### config.mk
export PLATFORM = sky130hd
export DESIGN_NAME = slp_regs_top
export DESIGN_NICKNAME = d
export VERILOG_FILES = /design/src/hw/slp_fifo.v /design/src/hw/slp_lfsr31.v /design/src/hw/slp_regs_top.v
export VERILOG_INCLUDE_DIRS = /design/src /design/src/hw
export SDC_FILE = /design/constraint.sdc
export NUM_CORES = 1
export LEC_CHECK = 0
export BUFFER_PORTS_ARGS = -buffer_cell sky130_fd_sc_hd__buf_2
export CORE_ASPECT_RATIO = 0.8
export CORE_MARGIN = 2
export CORE_UTILIZATION = 40
export DETAILED_ROUTE_END_ITERATION = 12
export HOLD_SLACK_MARGIN = 0.02
export PLACE_DENSITY_LB_ADDON = 0.12
export SYNTH_ARGS = -nofsm -noshare
export SYNTH_HDL_FRONTEND = slang
export SYNTH_SLANG_ARGS = --single-unit
export TNS_END_PERCENT = 10
### constraint.sdc
create_clock -name i_core_clk -period 6.3 [get_ports i_core_clk]
set_input_delay 0 -clock i_core_clk [delete_from_list [all_inputs] [get_ports i_core_clk]]
set_output_delay 0 -clock i_core_clk [all_outputs]
set_load 0.03 [all_outputs]
### src/hw/slp_regs.vh
// register offsets, field positions, reset values and link constants
`ifndef SLP_REGS_VH
`define SLP_REGS_VH

// serial control port framing
`define SLP_ADDR_W        13
`define SLP_INSTR_BITS    5'd16
`define SLP_LAST_BIT      5'd23
`define SLP_FRAME_BITS    5'd24

// register offsets
`define SLP_ADDR_SYNC     13'h003A
`define SLP_ADDR_LINK1    13'h0060
`define SLP_ADDR_OCTETS   13'h006F
`define SLP_ADDR_KFRAMES  13'h0070
`define SLP_ADDR_CONVS    13'h0071
`define SLP_ADDR_RESCS    13'h0072
`define SLP_ADDR_TOTBITS  13'h0073
`define SLP_ADDR_SAMPLES  13'h0074
`define SLP_ADDR_DENSCW   13'h0075
`define SLP_ADDR_SPARE1   13'h0076
`define SLP_ADDR_SPARE2   13'h0077
`define SLP_ADDR_CHKSUM   13'h0078

// sync control fields
`define SLP_SYNC_MASTER   0
`define SLP_SYNC_DIV_EN   1
`define SLP_SYNC_NEXT     2

// link control one fields
`define SLP_L1_PD         0
`define SLP_L1_FA_DIS     1
`define SLP_L1_LANE_SYNC  4
`define SLP_L1_TEST       5
`define SLP_L1_TAIL       6

// reset and fixed values
`define SLP_RST_SYNC      3'h0
`define SLP_RST_LINK1     7'h00
`define SLP_RST_KFRAMES   5'h00
`define SLP_RST_CS        2'h0
`define SLP_RST_SPARE     8'h00
`define SLP_RST_CHKSUM    8'h00
`define SLP_CONVS_VAL     8'h00
`define SLP_RES_VAL       5'h0D
`define SLP_TOTBITS_VAL   5'h0F
`define SLP_SAMPLES_VAL   5'h00
`define SLP_DENSCW_VAL    8'h00

// control-bits-per-sample codes
`define SLP_CS_NONE       2'h0
`define SLP_CS_ONE        2'h1
`define SLP_CS_TWO        2'h2

// frame alignment characters
`define SLP_K28_3         8'h7C
`define SLP_K28_7         8'hFC

`endif

### src/hw/slp_fifo.v
// sample FIFO with valid/ready on both sides
`timescale 1ns/1ps
module slp_fifo #(
  parameter WIDTH = 16,
  parameter DEPTH = 16,
  parameter AW    = 4
) (
  input  wire             i_core_clk,
  input  wire             i_nrst,
  input  wire [WIDTH-1:0] i_data,
  input  wire             i_valid,
  output wire             o_ready,
  output wire [WIDTH-1:0] o_data,
  output wire             o_valid,
  input  wire             i_ready
);
  reg  [WIDTH-1:0] mem_q [0:DEPTH-1];
  reg  [AW-1:0]    wr_ptr_q;
  reg  [AW-1:0]    rd_ptr_q;
  reg  [AW:0]      count_q;
  reg              ready_q;
  wire             push;
  wire             pop;
  wire [AW:0]      count_d;

  assign push    = i_valid & ready_q;
  assign pop     = i_ready & (count_q != {(AW+1){1'b0}});
  assign count_d = count_q + {{AW{1'b0}}, push} - {{AW{1'b0}}, pop};
  assign o_ready = ready_q;
  assign o_valid = (count_q != {(AW+1){1'b0}});
  assign o_data  = mem_q[rd_ptr_q];

  // storage has no reset: contents only matter once counted
  always @(posedge i_core_clk) begin
    if (push) begin
      mem_q[wr_ptr_q] <= i_data;
    end
  end

  // ready is registered so the source sees an honest full
  always @(posedge i_core_clk) begin
    if (!i_nrst) begin
      wr_ptr_q <= {AW{1'b0}};
      rd_ptr_q <= {AW{1'b0}};
      count_q  <= {(AW+1){1'b0}};
      ready_q  <= 1'b0;
    end else begin
      if (push) wr_ptr_q <= wr_ptr_q + 1'b1;
      if (pop) rd_ptr_q <= rd_ptr_q + 1'b1;
      count_q <= count_d;
      ready_q <= (count_d < DEPTH);
    end
  end
endmodule // slp_fifo

### src/hw/slp_lfsr31.v
// 31-bit pseudo-random generator for tail-bit padding
`timescale 1ns/1ps
module slp_lfsr31 #(
  parameter [30:0] SEED = 31'h7FFFFFFF
) (
  input  wire       i_core_clk,
  input  wire       i_nrst,
  input  wire       i_clr,
  input  wire       i_step,
  output wire [1:0] o_bits
);
  reg [30:0] state_q;

  assign o_bits = state_q[1:0];

  // x^31 + x^28 + 1, reseeded while the link is held down
  always @(posedge i_core_clk) begin
    if (!i_nrst || i_clr) begin
      state_q <= SEED;
    end else if (i_step) begin
      state_q <= {state_q[29:0], state_q[30] ^ state_q[27]};
    end
  end
endmodule // slp_lfsr31

### src/hw/slp_regs_top.v
// link parameter and sync register bank with serial port and sample path
`timescale 1ns/1ps
`include "slp_regs.vh"

// Functional notes
// - octets-per-frame reads fixed value 0x01
// - multiframe length low five bits, rest zero
// - total bits per sample read-only
// - resolution read-only, control-bit field writable
// - two spare scratch registers, reset zero
// - checksum read-only, reset zero
// - next-sync-only aligns on first pulse only
// - divider sync enable self-clears after sync when next-sync-only is set
// - pulses pass only with both enables high
// - master enable gates every sync function
// - tail bits padded from 31-bit LFSR
// - test samples replace converter samples
// - lane sync inserts K28.3 or K28.7
// - checksum is sum of parameter and spare registers modulo 256
// - converter-count bit reads zero
// - control-bit codes 00, 01, 10 used
module slp_regs_top #(
  parameter FIFO_DEPTH = 16,
  parameter FIFO_AW    = 4
) (
  input  wire        i_core_clk,
  input  wire        i_nrst,
  input  wire        i_spi_sclk,
  input  wire        i_spi_csb_n,
  input  wire        i_spi_sdio,
  output wire        o_spi_sdio,
  output wire        o_spi_sdio_oe,
  input  wire        i_sync_pulse,
  output wire        o_div_sync,
  output wire        o_sync_buf_en,
  input  wire [13:0] i_smp_data,
  input  wire [1:0]  i_smp_flags,
  input  wire        i_smp_valid,
  output wire        o_smp_ready,
  output wire [15:0] o_tx_word,
  output wire        o_tx_valid,
  input  wire        i_tx_ready,
  output wire [7:0]  o_fa_char,
  output wire        o_fa_valid,
  output wire        o_link_pd,
  output wire        o_lane_sync_en
);
  // serial port state
  reg        sclk_q;
  reg [4:0]  bit_cnt_q;
  reg [15:0] instr_q;
  reg [7:0]  wdata_q;
  reg [7:0]  rd_byte_q;
  reg        sdio_q;
  reg        sdio_oe_q;
  // registers
  reg [2:0]  sync_q;
  reg [6:0]  link1_q;
  reg [4:0]  kframes_q;
  reg [1:0]  cs_q;
  reg [7:0]  spare1_q;
  reg [7:0]  spare2_q;
  reg [7:0]  chksum_q;
  // sync and datapath state
  reg        div_sync_q;
  reg [15:0] tx_word_q;
  reg        tx_valid_q;
  reg [7:0]  fa_char_q;
  reg        fa_valid_q;
  reg [4:0]  frame_cnt_q;
  reg [15:0] test_q;
  reg [7:0]  rd_mux;
  reg [15:0] word_d;

  wire        sclk_rise;
  wire        sclk_fall;
  wire        is_read;
  wire        wr_commit;
  wire [12:0] wr_addr;
  wire [12:0] rd_addr;
  wire [7:0]  wr_byte;
  wire [4:0]  rd_idx;
  wire        sync_hit;
  wire        sync_wr;
  wire [7:0]  chksum_d;
  wire [15:0] fifo_data;
  wire        fifo_valid;
  wire        fifo_pop;
  wire        link_pd;
  wire [1:0]  tail_bits;
  wire [7:0]  octets_val;

  // fixed one: two octets per frame with one converter and one lane, minus one
  assign octets_val = 8'h01;

  // serial port decode; pins are already synchronous to the core clock
  assign sclk_rise = i_spi_sclk & ~sclk_q & ~i_spi_csb_n;
  assign sclk_fall = ~i_spi_sclk & sclk_q & ~i_spi_csb_n;
  assign is_read   = instr_q[15];
  assign wr_addr   = instr_q[12:0];
  assign rd_addr   = {instr_q[11:0], i_spi_sdio};
  assign wr_byte   = {wdata_q[6:0], i_spi_sdio};
  assign wr_commit = sclk_rise & (bit_cnt_q == `SLP_LAST_BIT) & ~is_read;
  assign rd_idx    = `SLP_LAST_BIT - bit_cnt_q;

  // register read mux, unused bits read as zero
  always @* begin
    case (rd_addr)
      `SLP_ADDR_SYNC:    rd_mux = {5'h00, sync_q};
      `SLP_ADDR_LINK1:   rd_mux = {1'b0, link1_q};
      `SLP_ADDR_OCTETS:  rd_mux = octets_val;
      `SLP_ADDR_KFRAMES: rd_mux = {3'h0, kframes_q};
      `SLP_ADDR_CONVS:   rd_mux = `SLP_CONVS_VAL;
      `SLP_ADDR_RESCS:   rd_mux = {cs_q, 1'b0, `SLP_RES_VAL};
      `SLP_ADDR_TOTBITS: rd_mux = {3'h0, `SLP_TOTBITS_VAL};
      `SLP_ADDR_SAMPLES: rd_mux = {3'h0, `SLP_SAMPLES_VAL};
      `SLP_ADDR_DENSCW:  rd_mux = `SLP_DENSCW_VAL;
      `SLP_ADDR_SPARE1:  rd_mux = spare1_q;
      `SLP_ADDR_SPARE2:  rd_mux = spare2_q;
      `SLP_ADDR_CHKSUM:  rd_mux = chksum_q;
      default:           rd_mux = 8'h00;
    endcase
  end

  // serial port: 16-bit instruction, then one data byte, msb first
  always @(posedge i_core_clk) begin
    if (!i_nrst) begin
      sclk_q    <= 1'b0;
      bit_cnt_q <= 5'h00;
      instr_q   <= 16'h0000;
      wdata_q   <= 8'h00;
      rd_byte_q <= 8'h00;
      sdio_q    <= 1'b0;
      sdio_oe_q <= 1'b0;
    end else begin
      sclk_q <= i_spi_sclk;
      // deselect ends the frame and frees the sdio line
      if (i_spi_csb_n) begin
        bit_cnt_q <= 5'h00;
        sdio_oe_q <= 1'b0;
      end else begin
        // extra clocks past the 24th bit are ignored until deselect
        if (sclk_rise && bit_cnt_q != `SLP_FRAME_BITS) begin
          bit_cnt_q <= bit_cnt_q + 5'h01;
          if (bit_cnt_q < `SLP_INSTR_BITS) begin
            instr_q <= {instr_q[14:0], i_spi_sdio};
          end else begin
            wdata_q <= wr_byte;
          end
          // capture read data once the address is complete
          if (bit_cnt_q == `SLP_INSTR_BITS - 5'h01) begin
            rd_byte_q <= rd_mux;
          end
        end
        // drive on falling edges so the master samples on rising ones
        if (sclk_fall && is_read && bit_cnt_q >= `SLP_INSTR_BITS && bit_cnt_q <= `SLP_LAST_BIT) begin
          sdio_q    <= rd_byte_q[rd_idx[2:0]];
          sdio_oe_q <= 1'b1;
        end
      end
    end
  end

  // divider sync gating: master and divider enables must both be high
  assign sync_hit = i_sync_pulse & sync_q[`SLP_SYNC_MASTER] & sync_q[`SLP_SYNC_DIV_EN];
  assign sync_wr  = wr_commit & (wr_addr == `SLP_ADDR_SYNC);

  // writable registers; read-only fields other than the checksum have no storage
  always @(posedge i_core_clk) begin
    if (!i_nrst) begin
      sync_q    <= `SLP_RST_SYNC;
      link1_q   <= `SLP_RST_LINK1;
      kframes_q <= `SLP_RST_KFRAMES;
      cs_q      <= `SLP_RST_CS;
      spare1_q  <= `SLP_RST_SPARE;
      spare2_q  <= `SLP_RST_SPARE;
    end else begin
      // a software write wins over the self-clear in the same cycle
      if (sync_wr) begin
        sync_q <= wr_byte[2:0];
      end else if (sync_hit && sync_q[`SLP_SYNC_NEXT]) begin
        sync_q[`SLP_SYNC_DIV_EN] <= 1'b0;
      end
      // read-only and unmapped offsets fall to the default
      if (wr_commit) begin
        case (wr_addr)
          `SLP_ADDR_LINK1:   link1_q   <= wr_byte[6:0];
          `SLP_ADDR_KFRAMES: kframes_q <= wr_byte[4:0];
          `SLP_ADDR_RESCS:   cs_q      <= wr_byte[7:6];
          `SLP_ADDR_SPARE1:  spare1_q  <= wr_byte;
          `SLP_ADDR_SPARE2:  spare2_q  <= wr_byte;
          default:           ;
        endcase
      end
    end
  end

  // checksum tracks the parameter and spare registers, one cycle behind
  assign chksum_d = octets_val + {3'h0, kframes_q} + `SLP_CONVS_VAL + {3'h0, `SLP_RES_VAL} + {6'h00, cs_q}
                  + {3'h0, `SLP_TOTBITS_VAL} + {3'h0, `SLP_SAMPLES_VAL} + `SLP_DENSCW_VAL
                  + spare1_q + spare2_q;

  always @(posedge i_core_clk) begin
    if (!i_nrst) begin
      chksum_q   <= `SLP_RST_CHKSUM;
      div_sync_q <= 1'b0;
    end else begin
      chksum_q   <= chksum_d;
      div_sync_q <= sync_hit;
    end
  end

  // sample buffer; full back-pressures the converter side
  slp_fifo #(
    .WIDTH (16),
    .DEPTH (FIFO_DEPTH),
    .AW    (FIFO_AW)
  ) u_fifo (
    .i_core_clk (i_core_clk),
    .i_nrst     (i_nrst),
    .i_data     ({i_smp_data, i_smp_flags}),
    .i_valid    (i_smp_valid),
    .o_ready    (o_smp_ready),
    .o_data     (fifo_data),
    .o_valid    (fifo_valid),
    .i_ready    (fifo_pop)
  );

  // powered-down link holds its path in reset and stops draining
  assign link_pd  = link1_q[`SLP_L1_PD];
  assign fifo_pop = fifo_valid & ~link_pd & (~tx_valid_q | i_tx_ready);

  slp_lfsr31 u_lfsr (
    .i_core_clk (i_core_clk),
    .i_nrst     (i_nrst),
    .i_clr      (link_pd),
    .i_step     (fifo_pop),
    .o_bits     (tail_bits)
  );

  // build the 16-bit link sample: 14 data bits, control bits, tail
  always @* begin
    word_d = 16'h0000;
    case (cs_q)
      `SLP_CS_NONE: word_d = {fifo_data[15:2], 2'h0};
      `SLP_CS_ONE:  word_d = {fifo_data[15:1], 1'b0};
      `SLP_CS_TWO:  word_d = fifo_data;
      default:      word_d = {fifo_data[15:2], 2'h0}; // unused code sends no control bits
    endcase
    if (link1_q[`SLP_L1_TAIL]) begin
      case (cs_q)
        `SLP_CS_ONE: word_d[0]   = tail_bits[0];
        // both flag bits in use, nothing left to pad
        `SLP_CS_TWO: word_d[1:0] = fifo_data[1:0];
        default:     word_d[1:0] = tail_bits;
      endcase
    end
    if (link1_q[`SLP_L1_TEST]) begin
      word_d = test_q;
    end
  end

  // output stage; samples drained in test mode are discarded on purpose
  always @(posedge i_core_clk) begin
    if (!i_nrst || link_pd) begin
      tx_word_q   <= 16'h0000;
      tx_valid_q  <= 1'b0;
      fa_char_q   <= 8'h00;
      fa_valid_q  <= 1'b0;
      frame_cnt_q <= 5'h00;
      test_q      <= 16'h0000;
    end else if (fifo_pop) begin
      tx_word_q  <= word_d;
      tx_valid_q <= 1'b1;
      // one word is one frame; last frame of a multiframe gets K28.3
      fa_valid_q <= link1_q[`SLP_L1_LANE_SYNC] & ~link1_q[`SLP_L1_FA_DIS];
      fa_char_q  <= (frame_cnt_q == kframes_q) ? `SLP_K28_3 : `SLP_K28_7;
      // counter restarts from frame zero after every power-down
      frame_cnt_q <= (frame_cnt_q == kframes_q) ? 5'h00 : frame_cnt_q + 5'h01;
      // ramp also restarts from zero after power-down
      if (link1_q[`SLP_L1_TEST]) begin
        test_q <= test_q + 16'h0001;
      end
    end else if (i_tx_ready) begin
      tx_valid_q <= 1'b0;
      fa_valid_q <= 1'b0;
    end
  end

  assign o_spi_sdio     = sdio_q;
  assign o_spi_sdio_oe  = sdio_oe_q;
  assign o_div_sync     = div_sync_q;
  assign o_sync_buf_en  = sync_q[`SLP_SYNC_MASTER];
  assign o_tx_word      = tx_word_q;
  assign o_tx_valid     = tx_valid_q;
  assign o_fa_char      = fa_char_q;
  assign o_fa_valid     = fa_valid_q;
  assign o_link_pd      = link1_q[`SLP_L1_PD];
  assign o_lane_sync_en = link1_q[`SLP_L1_LANE_SYNC];
endmodule // slp_regs_top

======== Word-level counts from Yosys, hierarchy flattened ========
Memory sizes are Yosys's and may differ from the RTL's. A register that Yosys moved wholly into a read port is not among the register bits.
Cells that the tools add are included.
storage, ports and cells
  register bits after elaboration ......... 173
  RAM bits ................................ 256
  bits of input ports ..................... 24
  output and inout bits ................... 33
  logic and storage cells ................. 133
  memories kept ........................... 1
memory list
  name          words  bits a word  rd ports  clocked after Yosys merged registers in  write ports  RTL line       RTL
  u_fifo.mem_q  16     16           1         1                                        1            slp_fifo.v:17  reg [WIDTH-1:0] mem_q [0:DEPTH-1];
operators by class
  $add $sub $neg .......................... 14
  order comparisons ....................... 5
  equality and inequality tests ........... 21
  multiplexer cells ....................... 19
  bitwise logic cells ..................... 25
  reductions and logical operators ........ 21
operators with widths
  cell                                                                    count
  13-bit by 7-bit equality test with 1-bit output, second input constant  13
  8-bit case mux with 9 select lines                                      1
  13-bit by 6-bit equality test with 1-bit output, second input constant  2
  16-bit by 1-bit adder with 16-bit output, second input constant         1
  8-bit adder                                                             2
  16-bit two-way mux                                                      1
  1-bit bitwise AND                                                       14
  2-bit AND reduction                                                     7
  5-bit by 1-bit adder with 5-bit output, second input constant           2
  5-bit < comparator, second input constant                               2
  1-bit two-way mux                                                       9
  1-bit inverter                                                          9
  3-bit AND reduction                                                     3
  4-bit by 1-bit adder with 4-bit output, second input constant           2
  7-bit by 2-bit adder with 8-bit output                                  1
  8-bit by 4-bit adder with 8-bit output, second input constant           1
  4-bit two-way mux                                                       2
  8-bit two-way mux                                                       1
  6-bit by 4-bit adder with 7-bit output, second input constant           1
  1-bit by 5-bit adder with 6-bit output, first input constant            1
  5-bit by 1-bit adder with 5-bit output                                  1
  5-bit by 4-bit equality test with 1-bit output, second input constant   1
  5-bit equality test                                                     1
  5-bit equality test, second input constant                              1
  21 further kinds                                                        26

======== Depth between registers and ports, before layout ========
Gate-level depths: netlist of run 1.
  depth after elaboration ................. 7
  mapped depth ............................ 19
  gate-level depth less buffers ........... 16

======== Hierarchy ========
Synthesis of run 1 repeated with hierarchy kept, for this count alone.
second synthesis, totals
  cells, all modules ...................... 1308
  area, all modules ....................... 18093.6 µm²
modules (own cells, without submodules)
  module        times used  cells each  area an instance (µm²)  seq. area each (µm²)
  slp_fifo      1           499         10608.9                 8047.7
  slp_regs_top  1           705         6332.3                  2442.3
  slp_lfsr31    1           104         1152.4                  620.6

======== Worst setup path before layout of run 1 ========
Ideal clock, no wire load.
  kind .................................... register to register
  from .................................... register u_fifo.count_q[2]
  to ...................................... register u_fifo.ready_q (netlist: u_fifo.o_ready)
  library setup time ...................... 115 ps
  data arrival time ....................... 3226 ps
  required time ........................... 6185 ps
  setup slack ............................. 2959 ps
  cell stages (with the launch flop) ...... 20
  buffers on the path ..................... 3
  period minus slack after synthesis ...... 3341 ps
  path through ............................ dfxtp_1 inv_1 ha_1 nor4b_1 or3_1 clkbuf_1 inv_1 clkbuf_1 clkbuf_1 ha_1 inv_1 ha_1 inv_1 fa_1 inv_1 a21oi_1 nor2_1 nor2_1 xnor2_1 and2_1
on the way
  longest elaborated chain between the ends .. 6
  elaborated cells on any way between the ends .. 7
RTL lines
  what                                             RTL line                      RTL
  start, declared                                  slp_fifo.v:20                 reg [AW:0] count_q;
  start signal, assigned                           slp_fifo.v:45                 count_q <= {(AW+1){1'b0}};
  start signal, assigned                           slp_fifo.v:50                 count_q <= count_d;
  5-bit nonzero test (*)                           slp_fifo.v:27, slp_fifo.v:30
  1-bit bitwise AND (2 in a row)                   slp_regs_top.v:231            assign fifo_pop = fifo_valid & ~link_pd & (~tx_valid_q | i_tx_ready);
  1-bit bitwise AND (*)                            slp_fifo.v:27                 assign pop = i_ready & (count_q != {(AW+1){1'b0}});
  named net u_fifo.pop                             slp_fifo.v:23                 wire pop;
  5-bit by 1-bit subtractor with 5-bit output (*)  slp_fifo.v:28                 assign count_d = count_q + {{AW{1'b0}}, push} - {{AW{1'b0}}, pop};
  5-bit < comparator (*)                           slp_fifo.v:51                 ready_q <= (count_d < DEPTH);
  end signal, assigned                             slp_fifo.v:51
  end, declared                                    slp_fifo.v:21                 reg ready_q;
Mark *: on every way through the listed nets, which the timed path passes. The rest lies on a longest branch.
A chain may end at the register's enable or synchronous reset.

======== Worst setup path in the final report of run 1 ========
  from .................................... register cs_q[1]
  to ...................................... register chksum_q[7]
on the way
  longest elaborated chain between the ends .. 4
RTL lines
  what                                    RTL line            RTL
  start, declared                         slp_regs_top.v:60   reg [1:0] cs_q;
  start signal, assigned                  slp_regs_top.v:174  cs_q <= `SLP_RST_CS;
  start signal, assigned                  slp_regs_top.v:189  `SLP_ADDR_RESCS: cs_q <= wr_byte[7:6];
  7-bit by 2-bit adder with 8-bit output  slp_regs_top.v:199  assign chksum_d = octets_val + {3'h0, kframes_q} + `SLP_CONVS_VAL + {3'h0, `SLP_RES_VAL} + {6'h00, cs_q}
  8-bit by 4-bit adder with 8-bit output  slp_regs_top.v:199
  8-bit adder (2 in a row)                slp_regs_top.v:199
  end signal, assigned                    slp_regs_top.v:205  chksum_q <= `SLP_RST_CHKSUM;
  end signal, assigned                    slp_regs_top.v:208  chksum_q <= chksum_d;
  end, declared                           slp_regs_top.v:63   reg [7:0] chksum_q;
No other way between the ends.

==> results of run 1 <==
cell usage in the layout, fill, tap and decap left out, drive strengths merged, types with 3 or more instances in the layout:
| master | synthesis | final |
|---|---|---|
| nor2 | 72 | 72 |
| nand4 | 12 | 12 |
| buf | 25 | 80 |
| mux4 | 66 | 66 |
| xnor2 | 20 | 20 |
| and4 | 4 | 4 |
| o21ai | 26 | 26 |
| or3 | 4 | 4 |
| xor2 | 24 | 24 |
| nand2b | 6 | 6 |
| dfxtp | 171 | 171 |
| clkbuf | 52 | 58 |
| a21o | 3 | 3 |
| clkinvlp | 0 | 3 |
| nor3 | 10 | 10 |
| nor4 | 5 | 5 |
| fa | 8 | 8 |
| nand3 | 52 | 52 |
| and2 | 17 | 17 |
| edfxtp | 256 | 256 |
| o211ai | 5 | 5 |
| ha | 32 | 32 |
| a21oi | 87 | 87 |
| clkinv | 2 | 14 |
| nor2b | 35 | 35 |
| dlygate4sd3 | 0 | 22 |
| a22o | 6 | 6 |
| mux2i | 36 | 36 |
| nand2 | 142 | 142 |
| bufinv | 0 | 4 |
| and3 | 5 | 5 |
| inv | 48 | 49 |
| nand3b | 6 | 6 |
| a22oi | 34 | 34 |
logic make-up (layout without fill, tap and decap cells):
kind of cell,after synthesis,after routing,share of synthesized area
buf+inv,127,230,0.02992
fa+ha+maj,40,40,0.03214
other cells,1,2,0.0002150
xor+xnor,44,44,0.02210
compound gates,183,183,0.06443
mux,104,104,0.1072
flops,427,427,0.6372
simple gates,384,384,0.1068
final cells by class:
class / instances / area (um2) / share of cell area
Sequential cell: 427 / 11120 / 0.5558
Multi-Input combinational cell: 757 / 5867 / 0.2933
Clock buffer: 58 / 1219 / 0.06092
Tap cell: 560 / 700.7 / 0.03503
Timing Repair Buffer: 102 / 685.7 / 0.03428
Clock inverter: 20 / 226.5 / 0.01132
Inverter: 50 / 187.7 / 0.009383
critical path, stage by stage, from the launching register on:
cell	delay, ns
dfxtp_1	0.39
inv_1	0.10
fa_1	0.48
fa_1	0.51
inv_1	0.04
ha_1	0.22
fa_1	0.41
a21o_1	0.17
a21oi_1	0.23
o21bai_1	0.09
a21oi_1	0.17
xnor2_1	0.08
and2_1	0.15
synth_stat cells, types with 3 or more instances:
master    instances
nand4_1          12
and4_1            4
a22o_1            6
xnor2_1          20
nand3_1          52
o21ai_0          26
nor2_1           72
buf_1             7
xor2_1           24
edfxtp_1        256
nand2_1         142
or3_1             3
and2_1           17
a21oi_1          87
clkbuf_1         51
fa_1              8
dfxtp_1         171
nor2b_1          35
buf_2            11
nor4_1            4
ha_1             32
and3_1            5
mux2i_1          36
nand2b_1          5
nor3_1           10
a21o_1            3
a22oi_1          34
buf_4             6
nand3b_1          6
o211ai_1          5
inv_1            48
mux4_2           66
per-stage QoR:
stage / instance area, um2 / std cells
global route: 20000 / 1974
finish: 20000 / 1974
CTS: 20000 / 1974
global placement: 18340 / 1874
detailed placement: 18340 / 1874
floorplan: 17440 / 1311
where the power goes:
| group | total, W | internal (W) | switching (W) |
|---|---|---|---|
| clock | 0.00261 | 0.00153 | 0.00108 |
| combinational | 0.00151 | 0.000649 | 0.000859 |
| sequential | 0.00335 | 0.00317 | 0.000182 |
how the worst min path moves through the flow:
stage | slack [ns] | cells past startpoint | end | startpoint
3_3_place_gp | 0.24 | 2 | sclk_q$_SDFF_PN0_ | i_spi_sclk
3_5_place_dp | 0.25 | 2 | sclk_q$_SDFF_PN0_ | i_spi_sclk
6_report | 0.07 | 4 | u_fifo.wr_ptr_q[1]$_SDFFE_PN0P_ | i_smp_valid
4_1_cts | 0.05 | 4 | u_fifo.wr_ptr_q[0]$_SDFFE_PN0P_ | i_smp_valid
5_1_grt | 0.11 | 4 | u_fifo.wr_ptr_q[1]$_SDFFE_PN0P_ | i_smp_valid
2_1_floorplan | 0.1 | 0 | u_fifo.mem_q[0][0]$_DFFE_PP_ | i_smp_flags[0]
per-layer routing:
layer / vias up / global-route usage / part of all wire
met4: 0 / 0.05031 / 0.021
met2: 240 / 0.2715 / 0.42
met3: 59 / 0.02750 / 0.049
met5: - / 0 / 0
met1: 5274 / 0.2897 / 0.51
li1: 4948 / - / -
what timing repair did:
item                                   CTS  global route
endpoints found under the hold margin  273             0
hold buffers                            22             0
gates resized for setup                  0             0
sequential cells by signal, indices dropped and copies added (netlist names), 16 cells and up, named ones only:
signal,cells
instr_q,16
o_tx_word,16
test_q,16
u_fifo.mem_q,256
u_lfsr.state_q,31
==> impl_metrics.toml, run 1 <==
[worst_setup_path]
critical_path_arrival_ns = 3.61
ff2ff_path_depth = 12
reg2reg_to = "chksum_q[7]$_SDFF_PN0_"
r2r-start = "cs_q[1]$_SDFFE_PN0P_"
required_ns = 6.75
path_class = "register to register"
regToRegSetupSlack_ns = 3.13
cp-end-kind = "register"
setup.worst_path.start = "cs_q[1]$_SDFFE_PN0P_"
cp_max_fo = 4
crit_end = "chksum_q[7]$_SDFF_PN0_"
worst_setup_path_start_kind = "register"

[place]
pre_cts_slack_ns = 3.129
hpwl_um = 25240
gp_congestion = 0.8194
portBuffers = 54

[detailed_routing]
drc_errors = 0
vias = 10520
routed_wirelength_um = 41170
viasPerCell = 5.330
dr.pass1.iters = 5
drtIter0Drc = 844
ant_nets = 0
detail_route.wl_per_cell_um = 20.86

[synthesis]
avgSynthCellArea_um2 = 13.31
ys.flop_type = "edfxtp_1"
synth_top_cell_by_area = "edfxtp_1"
ys_types = 66
synth_cells = 1310
ys_seq_area_frac = 0.6372
synth_edf_count = 256
synth-seq-cells = 427
synth.top_cells.by_area = "edfxtp_1 44%, dfxtp_1 20%, mux4_2 8.5%"
syn-cell-area_um2 = 17440
yosys_warnings = 0
async_flop_share = 0
synth_top_area_share = 0.4408

[grt]
grt_pass1_vias = 10440
antenna_found_initial = 0
grt_usage = 0.1865
grt-ovfl-total = 0
grt_pass1_wl_um = 63990
grt_max_degree = 78

[hold_path]
min_path_type = "primary input to register"

[clocking]
insertion_delay_ns = 0.57
clk_pin_slew_ns = 0.06
cts_setup_buffers = 0
cts_tree = "yes"
htreeDepth = 2
root_buffer = "clkbuf_16"
clockBufferDepth = 3
cts_buffers = 45
clock_sinks = 427

[timing]
hold_viol = 0
setup_ws_ns = 3.135
setup_violations = 0
worstMarginPinSlew_ns = 1.131
slew_headroom = 0.2364
period_minus_slack_ns = 3.165
fin_skew_ns = 0.01962
max_freq_mhz = 315.9
period_share = 0.5024
whs_ns = 0.07133
setup_tns_ns = 0
report.final.slew_viol_count = 0
rsz0062_at_grt = "no"

[pwr]
powerDensity_nw_per_um2 = 373.2
ir_drop_uv = 240.6
p_leak_nw = 7.135
total_power_w = 0.007465

[final_layout]
diodes = 0
syn2layout_area_growth_pct = 14.71
drive_above_1_share = 0.1697
utilization = 0.4646
nFillCells = 3889
layout.nets = 1447

[floorplanning]
num_rows = 68
dieWidth_um = 237.4
core_area_um2 = 43050
dieHeight_um = 190.8
die_area_um2 = 45290
ioPinCount = 57
start_util = 0.4051

[job]
cap_viol_max_count = 0

[outcome]
status = "finished, final reports clean"
Power figures use the tool's default switching activity.
==> inputs of run 2 (changes only) <==
- clock period: 6.3 -> 3 ns (I/O delays scaled with it)
==> impl_metrics.toml, run 2 (same netlist as run 1, synthesis figures left out) <==
[floorplanning]
num_rows = 68
ioPinCount = 57
start_util = 0.4051
dieHeight_um = 190.8
die_area_um2 = 45290
core_area_um2 = 43050
dieWidth_um = 237.4

[pwr]
total_power_w = 0.01585
p_leak_nw = 7.345
powerDensity_nw_per_um2 = 777.1
ir_drop_uv = 536.4

[place]
portBuffers = 54
place_area_um2 = 18670
pre_cts_slack_ns = -0.03966
hpwl_um = 26490
place_inst = 1901
gp_congestion = 0.8233

[timing]
report.final.slew_viol_count = 0
max_freq_mhz = 345.4
setup_violations = 0
rsz0062_at_grt = "yes"
setup_ws_ns = 0.1046
worstMarginPinSlew_ns = 0.9552
fin_skew_ns = 0.01739
period_minus_slack_ns = 2.895
period_share = 0.9651
slew_headroom = 0.3632
setup_tns_ns = 0
hold_viol = 0

[final_layout]
layout.nets = 1477
diodes = 0
layout_common_cells = "256 x edfxtp_1, 167 x dfxtp_1, 142 x nand2_1"
finalNonFillerCells = 2010
final_area_um2 = 20390
drive_above_1_share = 0.1924
largest_register_ffs = 256
regMostFlops = "u_fifo.mem_q"
syn2layout_area_growth_pct = 16.93
reg_top3 = "u_fifo.mem_q (256), u_lfsr.state_q (31)"
layout_commonest_cell = "edfxtp_1"

[grt]
grt_usage = 0.1868
grt_pass1_vias = 10360
antenna_found_initial = 0
grt-ovfl-total = 0
grt_max_degree = 48
grt_pass1_wl_um = 63950

[worst_setup_path]
critical_path_arrival_ns = 3.34
path_class = "register to register"
required_ns = 3.44
worst_setup_path_start_kind = "register"
ff2ff_path_depth = 12
cp_max_fo = 2
cp-end-kind = "register"

[detailed_routing]
routed_wirelength_um = 41530
viasPerCell = 5.255
vias = 10560
drtIter0Drc = 815
detail_route.wl_per_cell_um = 20.66
dr.pass1.iters = 7
drc_errors = 0
ant_nets = 0

[job]
cap_viol_max_count = 0

[clocking]
cts_buffers = 45
clockBufferDepth = 3
cts_tree = "yes"
htreeDepth = 2
root_buffer = "clkbuf_16"
clock_sinks = 427
insertion_delay_ns = 0.56
clk_pin_slew_ns = 0.06

[outcome]
status = "finished, final reports clean"

[hold_path]
min_path_cells = 4
min_path_type = "primary input to register"
[run 2: cell types whose count changed in the layout (fill, tap and decap cells not counted), moves of 3 or more]
cell / change
buf_12: +10
clkbuf_1: +4
clkinvlp_4: -3
clkinv_2: +5
buf_4: +20
[run 2: layer usage]
layer / up-vias / part of all wire / GRT usage
met5: - / 0 / 0
met3: 50 / 0.042 / 0.02779
li1: 5012 / - / -
met4: 0 / 0.013 / 0.03749
met2: 199 / 0.43 / 0.2772
met1: 5302 / 0.51 / 0.2906
[run 2: worst max-delay path, stage by stage (launching register included)]
cell      delay, ns
dfxtp_2        0.33
inv_2          0.04
fa_1           0.48
fa_1           0.49
inv_1          0.04
ha_2           0.19
fa_2           0.36
a21o_1         0.21
a21oi_2        0.15
o21bai_1       0.10
a21oi_1        0.17
xnor2_1        0.07
and2_1         0.15
[run 2: final timing paths]
check / start / end / slack (ns)
max: cs_q[1]$_SDFFE_PN0P_ / chksum_q[7]$_SDFF_PN0_ / 0.10
min: i_smp_valid / u_fifo.wr_ptr_q[0]$_SDFFE_PN0P_ / 0.09
max reg2reg: cs_q[1]$_SDFFE_PN0P_ / chksum_q[7]$_SDFF_PN0_ / 0.10
min reg2reg: instr_q[13]$_SDFFE_PN0P_ / instr_q[13]$_SDFFE_PN0P_ / 0.45
[run 2: metrics by stage]
step	utilization	hold slack (ns)
4_1_cts	0.4728	0.06365
5_1_grt	0.4736	0.09185
3_5_place_dp	0.4336	0.2474
6_report	0.4736	0.09117
3_3_place_gp	0.4336	0.2347
2_1_floorplan	-	0.09887
[run 2: repair_timing]
| item | in CTS | in global routing |
|---|---|---|
| buffers inserted | 0 | 3 |
| hold buffers | 22 | 0 |
| cloned | 0 | 0 |
| pin swaps | 1 | 8 |
| endpoints found under the setup margin | 1 | 3 |
| endpoints found under the hold margin | 290 | 0 |
| resized for setup | 1 | 5 |
[run 2: final cells by class]
cell class / count / area [um2]
clock inverters: 23 / 240.2
multi-input cells: 757 / 5882
inverters: 50 / 187.7
clock buffers: 61 / 1226
fillers: 3842 / 22660
well taps: 560 / 700.7
repair buffers: 132 / 1036
flip-flops and latches: 427 / 11120
[run 2: where the power goes]
group | internal, W | switching (W)
clock network | 0.00323 | 0.00227
registers | 0.00665 | 0.000313
logic | 0.00146 | 0.00193
==> inputs of run 3 (changes only) <==
- CELL_PAD_IN_SITES_DETAIL_PLACEMENT: not set -> 2
- CELL_PAD_IN_SITES_GLOBAL_PLACEMENT: not set -> 2
==> impl_metrics.toml, run 3 (same netlist as run 1, synthesis figures left out) <==
[timing]
period_minus_slack_ns = 2.951
max_freq_mhz = 338.9
fin_skew_ns = 0.01977
whs_ns = 0.1504
rsz0062_at_grt = "yes"
setup_ws_ns = 0.04934
report.final.slew_viol_count = 0
period_share = 0.9836
setup_violations = 0
setup_tns_ns = 0
hold_viol = 0
worstMarginPinSlew_ns = 1.111
slew_headroom = 0.2590

[pwr]
ir_drop_uv = 545.2
internal_power_w = 0.01125
power_frac_seq = 0.439
p_leak_nw = 7.397
powerDensity_nw_per_um2 = 782.1
comb_power_share = 0.221
power_frac_clock = 0.340
power_switching_w = 0.004754
switching_share = 0.2971

[worst_setup_path]
crit_end = "chksum_q[7]$_SDFF_PN0_"
cp_max_fo = 2
required_ns = 3.44
r2r-start = "spare1_q[1]$_SDFFE_PN0P_"
regToRegSetupSlack_ns = 0.05
worst_setup_path_start_kind = "register"
cp-end-kind = "register"
ff2ff_path_depth = 12
setup.worst_path.start = "spare1_q[1]$_SDFFE_PN0P_"
reg2reg_to = "chksum_q[7]$_SDFF_PN0_"
path_class = "register to register"
critical_path_arrival_ns = 3.39

[clocking]
root_buffer = "clkbuf_16"
cts_tree = "yes"
clockBufferDepth = 3
insertion_delay_ns = 0.56
clk_pin_slew_ns = 0.06
cts_buffers = 45
clock_sinks = 427
htreeDepth = 2

[grt]
grt-ovfl-total = 0
antenna_found_initial = 0
grt_pass1_wl_um = 78170
grt_max_degree = 49
grt_pass1_vias = 12200
grt_usage = 0.2320

[floorplanning]
start_util = 0.4051
dieHeight_um = 190.8
ioPinCount = 57
core_area_um2 = 43050
dieWidth_um = 237.4
num_rows = 68
die_area_um2 = 45290

[final_layout]
layout_common_cells = "256 x edfxtp_1, 165 x dfxtp_1, 142 x nand2_1"
layout_commonest_cell = "edfxtp_1"
regMostFlops = "u_fifo.mem_q"
reg_top3 = "u_fifo.mem_q (256), u_lfsr.state_q (31)"
final_area_um2 = 20460
largest_register_ffs = 256
diodes = 0
layout.nets = 1490
syn2layout_area_growth_pct = 17.35
drive_above_1_share = 0.2067
finalNonFillerCells = 2021

[detailed_routing]
ant_nets = 0
drc_errors = 0
drtIter0Drc = 781
dr.pass1.iters = 5
detail_route.wl_per_cell_um = 25.42
viasPerCell = 5.518
routed_wirelength_um = 51380
vias = 11150

[hold_path]
min_path_cells = 4
min_path_type = "primary input to register"

[outcome]
status = "finished, final reports clean"

[place]
pre_cts_slack_ns = -0.1398
place_inst = 1915
place_area_um2 = 18770
hpwl_um = 34100
portBuffers = 54
gp_congestion = 0.7690

[job]
cap_viol_max_count = 0
run 3: cell count changes in the layout (fill, tap and decap cells not counted), sizes merged:
cell / change
bufinv: -3
clkinv: -1
clkbuf: +2
inv: -1
clkinvlp: +1
buf: +13
run 3: metrics by stage:
step                  util  power (W)
floorplan                -   0.009551
global placement    0.4360    0.01056
detailed placement  0.4360    0.01070
CTS                 0.4746    0.01620
global route        0.4753    0.01680
finish              0.4753    0.01600
run 3: power by group through the flow:
stage	logic (W)	clock network [W]	registers [W]
final	0.00354	0.00544	0.00702
after global routing	0.00392	0.00579	0.00709
after CTS	0.00361	0.00556	0.00703
after detailed placement	0.00356	0	0.00715
after global placement	0.00343	0	0.00713
after floorplan	0.00237	0	0.00718
run 3: worst min-delay path by stage:
stage,startpoint,end
after global routing,i_smp_valid,u_fifo.wr_ptr_q[1]$_SDFFE_PN0P_
after CTS,i_smp_valid,u_fifo.wr_ptr_q[1]$_SDFFE_PN0P_
after floorplan,i_smp_flags[0],u_fifo.mem_q[0][0]$_DFFE_PP_
after global placement,i_spi_sclk,sclk_q$_SDFF_PN0_
after detailed placement,i_spi_sclk,sclk_q$_SDFF_PN0_
final,i_smp_valid,u_fifo.wr_ptr_q[1]$_SDFFE_PN0P_
run 3: worst max-delay path, stage by stage (launching register included):
cell and delay [ns]:
dfxtp_2 0.34, inv_2 0.05, fa_1 0.51, fa_1 0.52, inv_2 0.05, ha_4 0.16, fa_2 0.36, a21o_1 0.21
a21oi_2 0.16, o21bai_1 0.11, a21oi_2 0.16, xnor2_1 0.08, and2_1 0.16
run 3: cell type report:
type	count	area (um2)
fillers	4164	22590
flip-flops and latches	427	11120
multi-input cells	757	5898
clock buffers	63	1295
repair buffers	145	1134
well taps	560	700.7
inverters	50	187.7
clock inverters	19	127.6
run 3: timing repair:
item                                    in CTS  in global routing
pin swaps                                    3                  9
hold buffers                                22                  0
endpoints found under the setup margin       1                  3
gates cloned                                 0                  0
buffers inserted                             1                  1
gates resized for setup                      3                 10
endpoints found under the hold margin      281                  0
run 3: per-layer routing:
metal | vias to the layer above | wire (um) | track usage
met5 | - | 0 | 0
met4 | 0 | 693 | 0.04596
met3 | 59 | 2069 | 0.03098
met2 | 220 | 24300 | 0.3862
met1 | 5841 | 24310 | 0.3280
li1 | 5032 | - | -
